### src/clock_path_pkg.sv
/*
 * constants for the clock path configuration block: register offsets,
 * field positions, reset values and encodings.
 * assumes an 8-bit register port with 10-bit addresses.
 */
package clock_path_pkg;

    // ------------------------------------------------------------
    // register offsets
    // ------------------------------------------------------------
    localparam logic [9:0] PLL_CTRL_OFS   = 10'h010;
    localparam logic [9:0] VCO_CAL_OFS    = 10'h018;
    localparam logic [9:0] VCO_DIV_OFS    = 10'h1e0;
    localparam logic [9:0] DIST_SEL_OFS   = 10'h1e1;
    localparam logic [9:0] UPDATE_OFS     = 10'h232;
    localparam logic [9:0] STATUS_OFS     = 10'h233;

    // ------------------------------------------------------------
    // fields
    // ------------------------------------------------------------
    localparam int PFD_POL_BIT    = 7;
    localparam int BYPASS_BIT     = 0;
    localparam int SRC_SEL_BIT    = 1;
    localparam int CAL_BIT        = 0;
    localparam int UPDATE_BIT     = 0;

    localparam logic [1:0] PWR_NORMAL   = 2'h0;
    localparam logic [1:0] PWR_ASYNC_PD = 2'h1;
    localparam logic [7:0] UPDATE_CODE  = 8'h01;

    // ------------------------------------------------------------
    // reset values
    // ------------------------------------------------------------
    localparam logic [7:0] PLL_CTRL_RST = 8'h01;
    localparam logic [7:0] VCO_CAL_RST  = 8'h00;
    localparam logic [7:0] VCO_DIV_RST  = 8'h02;
    localparam logic [7:0] DIST_SEL_RST = 8'h00;

    // divider code: 000 -> /2 ... 100 -> /6
    localparam logic [2:0] DIV_CODE_MAX = 3'h4;
    localparam logic [2:0] DIV_BASE     = 3'h2;

    typedef enum logic [1:0] {
        CAL_IDLE = 2'b00,
        CAL_RUN  = 2'b01,
        CAL_DONE = 2'b10
    } cal_state_t;

    localparam logic [3:0] CAL_CYCLES = 4'h8;

endpackage : clock_path_pkg

### src/vco_cal_seq.sv
/*
 * vco calibration sequencer: a rising active calibration bit starts a
 * fixed-length run; a cleared bit returns it to idle.
 * assumes one clock and synchronous active-high reset.
 */
`timescale 1ns/10ps
`default_nettype none

module vco_cal_seq (
    input  wire logic clk_sys,
    input  wire logic srst,
    input  wire logic calEnable,
    output var  logic calBusy,
    output var  logic calDone
);

    clock_path_pkg::cal_state_t stateReg;
    logic [3:0]                 cntReg;
    logic                       prevReg;

    always_ff @(posedge clk_sys) begin
        if (srst) begin
            prevReg <= 1'b0;
        end else begin
            prevReg <= calEnable;
        end
    end

    always_ff @(posedge clk_sys) begin
        if (srst) begin
            stateReg <= clock_path_pkg::CAL_IDLE;
            cntReg   <= 4'h0;
        end else begin
            unique case (stateReg)
                clock_path_pkg::CAL_IDLE: begin
                    if (calEnable && !prevReg) begin
                        stateReg <= clock_path_pkg::CAL_RUN;
                        cntReg   <= clock_path_pkg::CAL_CYCLES;
                    end
                end
                clock_path_pkg::CAL_RUN: begin
                    if (!calEnable) begin
                        stateReg <= clock_path_pkg::CAL_IDLE;
                    end else if (cntReg == 4'h1) begin
                        stateReg <= clock_path_pkg::CAL_DONE;
                    end
                    cntReg <= cntReg - 4'h1;
                end
                clock_path_pkg::CAL_DONE: begin
                    if (!calEnable) begin
                        stateReg <= clock_path_pkg::CAL_IDLE;
                    end
                end
                default: stateReg <= clock_path_pkg::CAL_IDLE;
            endcase
        end
    end

    assign calBusy = (stateReg == clock_path_pkg::CAL_RUN);
    assign calDone = (stateReg == clock_path_pkg::CAL_DONE);

endmodule : vco_cal_seq

`default_nettype wire

### src/clock_path_config.sv
/*
 * clock path configuration: staged and active registers for pll power,
 * pfd polarity, vco divider, divider bypass and source select, plus the
 * calibration start; routing controls come out as registered levels.
 * assumes a plain register port: one-cycle strobes, read data next cycle.
 */
// Strobed register access was left to the implementer.
//
// Contract
// - pll power field 01 holds pll in async power-down; this is reset.
// - pll power field 00 runs the pll normally.
// - vco divider code resets to 010, divide by four.
// - divider ratios two to six only; minimum division two.
// - bypass bit 0 uses divider, 1 skips it.
// - source bit 0 picks external clock, 1 picks internal vco.
// - writing 01 to update register applies staged settings.
// - reset loads the same defaults as power-up.
// - pfd polarity bit 0 positive, 1 negative.
// - external source selected means internal vco stays powered off.
// - external source with pll on feeds clock input into prescaler.
// - calibration bit set plus update starts a vco calibration; here only if the active calibration bit was clear before the update.
`timescale 1ns/10ps
`default_nettype none

module clock_path_config (
    input  wire logic       clk_sys,
    input  wire logic       srst,
    input  wire logic [9:0] regAddr,
    input  wire logic [7:0] regWdata,
    input  wire logic       regWr,
    input  wire logic       regRd,
    output var  logic [7:0] regRdata,
    output var  logic       pllPowerDown,
    output var  logic       pfdNegative,
    output var  logic [2:0] vcoDivRatio,
    output var  logic       divBypass,
    output var  logic       srcIsVco,
    output var  logic       vcoPowerOn,
    output var  logic       clkToPrescaler,
    output var  logic       calStart,
    output var  logic       calRunning
);

    // ------------------------------------------------------------
    // staging and active registers
    // ------------------------------------------------------------
    logic [7:0] pllStage_reg;
    logic [7:0] calStage_reg;
    logic [7:0] divStage_reg;
    logic [7:0] selStage_reg;
    logic [7:0] pllAct_reg;
    logic [7:0] calAct_reg;
    logic [7:0] divAct_reg;
    logic [7:0] selAct_reg;
    logic       update_next;
    logic       calBusyW;
    logic       calDoneW;
    logic [7:0] rdata_next;

    function automatic logic [2:0] ratio_of(input logic [7:0] code);
        logic [2:0] c;
        c = code[2:0];
        if (c > clock_path_pkg::DIV_CODE_MAX) begin
            c = clock_path_pkg::DIV_CODE_MAX;
        end
        return c + clock_path_pkg::DIV_BASE;
    endfunction : ratio_of

    assign update_next = regWr && (regAddr == clock_path_pkg::UPDATE_OFS)
                         && (regWdata == clock_path_pkg::UPDATE_CODE);

    always_ff @(posedge clk_sys) begin
        if (srst) begin
            pllStage_reg <= clock_path_pkg::PLL_CTRL_RST;
            calStage_reg <= clock_path_pkg::VCO_CAL_RST;
            divStage_reg <= clock_path_pkg::VCO_DIV_RST;
            selStage_reg <= clock_path_pkg::DIST_SEL_RST;
        end else if (regWr) begin
            unique case (regAddr)
                clock_path_pkg::PLL_CTRL_OFS: pllStage_reg <= regWdata;
                clock_path_pkg::VCO_CAL_OFS:  calStage_reg <= regWdata;
                clock_path_pkg::VCO_DIV_OFS:  divStage_reg <= regWdata;
                clock_path_pkg::DIST_SEL_OFS: selStage_reg <= regWdata;
                default: ;
            endcase
        end
    end

    always_ff @(posedge clk_sys) begin
        if (srst) begin
            pllAct_reg <= clock_path_pkg::PLL_CTRL_RST;
            calAct_reg <= clock_path_pkg::VCO_CAL_RST;
            divAct_reg <= clock_path_pkg::VCO_DIV_RST;
            selAct_reg <= clock_path_pkg::DIST_SEL_RST;
        end else if (update_next) begin
            pllAct_reg <= pllStage_reg;
            calAct_reg <= calStage_reg;
            divAct_reg <= divStage_reg;
            selAct_reg <= selStage_reg;
        end
    end

    // ------------------------------------------------------------
    // calibration
    // ------------------------------------------------------------
    vco_cal_seq u_cal (
        .clk_sys   (clk_sys),
        .srst      (srst),
        .calEnable (calAct_reg[clock_path_pkg::CAL_BIT]),
        .calBusy   (calBusyW),
        .calDone   (calDoneW)
    );

    // ------------------------------------------------------------
    // routing outputs
    // ------------------------------------------------------------
    always_ff @(posedge clk_sys) begin
        if (srst) begin
            pllPowerDown   <= 1'b1;
            pfdNegative    <= 1'b0;
            vcoDivRatio    <= 3'h4;
            divBypass      <= 1'b0;
            srcIsVco       <= 1'b0;
            vcoPowerOn     <= 1'b0;
            clkToPrescaler <= 1'b0;
            calStart       <= 1'b0;
            calRunning     <= 1'b0;
        end else begin
            pllPowerDown   <= (pllAct_reg[1:0] != clock_path_pkg::PWR_NORMAL);
            pfdNegative    <= pllAct_reg[clock_path_pkg::PFD_POL_BIT];
            vcoDivRatio    <= ratio_of(divAct_reg);
            divBypass      <= selAct_reg[clock_path_pkg::BYPASS_BIT];
            srcIsVco       <= selAct_reg[clock_path_pkg::SRC_SEL_BIT];
            vcoPowerOn     <= selAct_reg[clock_path_pkg::SRC_SEL_BIT]
                              && (pllAct_reg[1:0] == clock_path_pkg::PWR_NORMAL);
            clkToPrescaler <= !selAct_reg[clock_path_pkg::SRC_SEL_BIT]
                              && (pllAct_reg[1:0] == clock_path_pkg::PWR_NORMAL);
            calStart       <= update_next && calStage_reg[clock_path_pkg::CAL_BIT]
                              && !calAct_reg[clock_path_pkg::CAL_BIT];
            calRunning     <= calBusyW;
        end
    end

    // ------------------------------------------------------------
    // read port: staged values read back, status shows live state
    // ------------------------------------------------------------
    always_comb begin
        unique case (regAddr)
            clock_path_pkg::PLL_CTRL_OFS: rdata_next = pllStage_reg;
            clock_path_pkg::VCO_CAL_OFS:  rdata_next = calStage_reg;
            clock_path_pkg::VCO_DIV_OFS:  rdata_next = divStage_reg;
            clock_path_pkg::DIST_SEL_OFS: rdata_next = selStage_reg;
            clock_path_pkg::STATUS_OFS:   rdata_next = {6'h00, calDoneW, calBusyW};
            default:                      rdata_next = 8'h00;
        endcase
    end

    always_ff @(posedge clk_sys) begin
        if (srst) begin
            regRdata <= 8'h00;
        end else if (regRd) begin
            regRdata <= rdata_next;
        end else begin
            regRdata <= 8'h00;
        end
    end

    // ------------------------------------------------------------
    // checks
    // ------------------------------------------------------------
    AST_PWR_RESET: assert property (@(posedge clk_sys)
        $fell(srst) |-> pllPowerDown)
        else $error("pll not powered down after reset");

    AST_PWR_NORMAL: assert property (@(posedge clk_sys) disable iff (srst)
        (pllAct_reg[1:0] == 2'h0) |=> !pllPowerDown)
        else $error("pll not running in normal mode");

    AST_DIV_RESET: assert property (@(posedge clk_sys)
        srst |=> (divAct_reg[2:0] == 3'h2))
        else $error("divider code not reset to 010");

    AST_DIV_RANGE: assert property (@(posedge clk_sys) disable iff (srst)
        (vcoDivRatio >= 3'h2) && (vcoDivRatio <= 3'h6))
        else $error("divider ratio out of range");

    AST_BYPASS: assert property (@(posedge clk_sys) disable iff (srst)
        ##1 divBypass == $past(selAct_reg[0]))
        else $error("bypass does not follow active bit");

    AST_SRC: assert property (@(posedge clk_sys) disable iff (srst)
        ##1 srcIsVco == $past(selAct_reg[1]))
        else $error("source select does not follow active bit");

    AST_NO_UPDATE_HOLD: assert property (@(posedge clk_sys) disable iff (srst)
        !update_next |=> $stable(selAct_reg) && $stable(pllAct_reg))
        else $error("active settings changed without update");

    AST_UPDATE_COPY: assert property (@(posedge clk_sys) disable iff (srst)
        update_next |=> (divAct_reg == $past(divStage_reg))
                        ##2 (vcoDivRatio == ratio_of(divAct_reg)))
        else $error("update did not transfer staged values");

    AST_VCO_OFF: assert property (@(posedge clk_sys) disable iff (srst)
        !srcIsVco |-> !vcoPowerOn)
        else $error("internal vco powered with external source");

    AST_PFD: assert property (@(posedge clk_sys) disable iff (srst)
        ##1 pfdNegative == $past(pllAct_reg[7]))
        else $error("pfd polarity wrong");

    AST_CAL_START: assert property (@(posedge clk_sys) disable iff (srst)
        calStart |-> ##2 calRunning)
        else $error("calibration did not start");

    COV_UPDATE: cover property (@(posedge clk_sys) update_next);
    COV_CAL: cover property (@(posedge clk_sys) calStart ##[1:20] !calRunning);
    COV_BYPASS_VCO: cover property (@(posedge clk_sys) divBypass && srcIsVco);

endmodule : clock_path_config

`default_nettype wire

### config.mk
export PLATFORM = sky130hd
export DESIGN_NAME = clock_path_config
export DESIGN_NICKNAME = d
export VERILOG_FILES = /design/src/clock_path_pkg.sv /design/src/vco_cal_seq.sv /design/src/clock_path_config.sv
export SDC_FILE = /design/constraint.sdc
export NUM_CORES = 1
export LEC_CHECK = 0
export ABC_AREA = 0
export BUFFER_PORTS_ARGS = -buffer_cell sky130_fd_sc_hd__buf_2
export CORE_MARGIN = 2
export CORE_UTILIZATION = 51
export CTS_CLUSTER_SIZE = 16
export DETAILED_ROUTE_END_ITERATION = 7
export PLACE_DENSITY = 0.75
export SKIP_CTS_REPAIR_TIMING = 1
export SLEW_MARGIN = 30
export SYNTH_ARGS = -nofsm -noshare
export SYNTH_HDL_FRONTEND = slang
export SYNTH_SLANG_ARGS = --single-unit
### constraint.sdc
create_clock -name clk_sys -period 2.01 [get_ports clk_sys]
set_clock_uncertainty 0.05 [all_clocks]
set_input_delay 0.3015 -clock clk_sys [delete_from_list [all_inputs] [get_ports clk_sys]]
set_output_delay 0.3015 -clock clk_sys [all_outputs]
set_load 0.01 [all_outputs]
==> flow_summary.toml <==
[clock_network]
cts_tree = "yes"
clock_path_buffers = 2
clock_latency_ns = 0.34
clk_pin_slew_worst_paths_ns = 0.06
numCtsBuffers = 9
clockRootBuffer = "clkbuf_8"
cts_max_level = 3
cts.sinks = 67

[final_layout]
antenna_cells = 0
fin_area_mm2 = 0.00344
nFillCells = 438
syn_to_final_growth_pct = 23.1
num-nets-final = 389
drive_gt1_share_pct = 27.2

[sta]
worst_pin_slew_ns = 0.479
finalSetupViolCount = 0
slew_headroom_pct = 67.6
hold_ws_ns = 0.220
slew_violations = 0
rsz0062_at_grt = "no"
period_share_pct = 84.2
finalCriticalPeriod_ns = 1.69
finalHoldViolCount = 0
max_freq_ghz = 0.591
fin_ws_ns = 0.318

[global_route]
grtUsageMet1_pct = 28.3
global_route.usage.total_pct = 23.7
antenna_found_initial = 0
grt_first_pass_wirelength_mm = 11.3
use_met2_pct = 40.4
grt_max_degree = 27
top_usage_layer = "met2"
use_met3_pct = 6.09
overflow = 0
grt_pass1_vias = 2416

[logic_synthesis]
synth_cells = 303
synth-async-reset-ratio_pct = 0
ys_warn_count = 0
yosysTopAreaCellShare_pct = 48.0
synth_nets = 327
yosysSeqAreaShare_pct = 48.0
yosys.cell_types.count = 47
netlist_area_mm2 = 0.00280
synth-edff-count = 0
yosys_register_bits = 67
synth_top_cell_by_area = "dfxtp_1"
synth_top_cells_by_count = "dfxtp_1 (67), a21oi_1 (30), nor2_1 (29)"
syn_area_per_cell_um2 = 9.23
netlist_top_cells_area = "dfxtp_1 (48%), mux2i_1 (6.1%), a21oi_1 (5.4%), nand3_1 (5.0%), nor2_1 (3.9%)"
synth_flop_cell = "dfxtp_1"
yosysMostFrequentCell = "dfxtp_1"

[worst_setup_path]
startpoint = "regAddr[6]"
r2r-start = "u_cal.stateReg[0]$_SDFFE_PP0P_"
crit_fanout = 8
critPathMaxStageDelay_ns = 0.68
crit_chain = "buf_2 > or4b_1 > or4_1 > nand2_1 > a21oi_1"
required_ns = 2.18
worstSetupPathType = "in2reg"
reg2reg_slack_ns = 0.60
end_kind = "register"
critPathLaunchType = "input port"
critPathArrivalTime_ns = 1.86
cp_slowest_cell = "or4_1"

[floorplanning]
die_w_um = 78.0
num_io_pins = 41
dieArea_mm2 = 0.00609
fp.dieH_um = 78.0
rows = 26
start_util_pct = 53.7
core_mm2 = 0.00520

[route]
routed_via_density = 5.64
antenna_left = 0
wl_per_cell_um = 15.4
drtIter0Drc = 155
drt-total-wl_mm = 6.73
vias = 2471
drc = 0
first_pass_iters = 4

[pwr]
power_density_mw_per_mm2 = 732
irDropWorstVdd_v = 0.000434
p_leak_nw = 1.27

[outcome]
status = "finished, final reports clean"

[place]
hpwl_mm = 4.62
dp_worst_setup_slack_ns = -0.0241
io_buffers = 40
placed_cell_area_mm2 = 0.00326
routabilityCongestion = 0.826

[hold_path]
min-delay-start = "regWdata[7]"
hp-class = "in2reg"

[flow_run]
maxCapViolCount = 0
[final cells by class]
class                      count  area (um2)  share of cell area, %
clock inverter                 3        40.0                   1.16
multi-input combinational    210        1340                   38.8
tap                           70        87.6                   2.55
timing repair buffer          68         460                   13.4
clock buffer                  11         141                   4.11
inverter                       9        33.8                  0.982
sequential                    67        1340                   39.0
[path summary, 6_finish.rpt]
path / endpoint / depth (start not counted)
setup / recovery: calStage_reg[0]$_SDFFE_PP0P_ / 5
hold / removal: calStage_reg[7]$_SDFFE_PP0P_ / 3
setup reg to reg: u_cal.stateReg[1]$_SDFFE_PP0P_ / 4
hold reg to reg: clkToPrescaler$_SDFF_PP0_ / 1
[worst max-delay path: cells and delay by family]
kind | cells | cell delay [ns]
buf+inv | 1 | 0.10
simple gates | 3 | 1.39
compound gates | 1 | 0.07
[metal layers]
layer | wire length [um] | part of all wire (%) | vias to the layer above
met5 | 0 | 0 | -
met4 | 89 | 1.3 | 0
met3 | 408 | 6.1 | 11
met2 | 3310 | 49 | 78
met1 | 2930 | 43 | 1179
li1 | - | - | 1203
[cells by family after synthesis]
logic type      share of synthesized area [%]
mux                                      8.91
compound gates                           11.4
fa+ha+maj                               0.895
flops                                    48.0
xor+xnor                                0.313
simple gates                             26.3
buf+inv                                  4.21
[power breakdown]
group	internal, W	leakage, nW	switching, W	total (W)
clock network	0.000589	0.0950	0.000468	0.00106
registers	0.00133	0.540	0.000000142	0.00133
logic	0.0000528	0.635	0.0000809	0.000134
total	0.00197	1.27	0.000549	0.00252
[layout by cell type (no fill, tap or decap), drive strengths merged, types with 2 or more instances in the layout]
cell and instances:
a21oi 30, a222oi 3, a22oi 3, buf 68, clkbuf 11, clkinv 2
dfxtp 67, ha 2, inv 9, mux2 7, mux2i 17, nand2 28
nand2b 5, nand3 28, nand4b 2, nor2 29, nor2b 3, nor3 4
nor4 8, nor4b 4, o21ai 12, or2 3, or3 2, or4 4
or4b 2
[metrics by stage]
stage | utilization [%] | setup TNS, ns | power, W | std cells
6_report | 66.1 | 0 | 0.00252 | 438
5_1_grt | 66.1 | 0 | 0.00260 | 438
4_1_cts | 66.1 | 0 | 0.00253 | 438
3_5_place_dp | 62.6 | -0.146 | 0.00149 | 424
3_3_place_gp | 62.6 | -0.0826 | 0.00149 | 424
2_1_floorplan | - | 0 | 0.00141 | 303
Power figures use the tool's default switching activity.
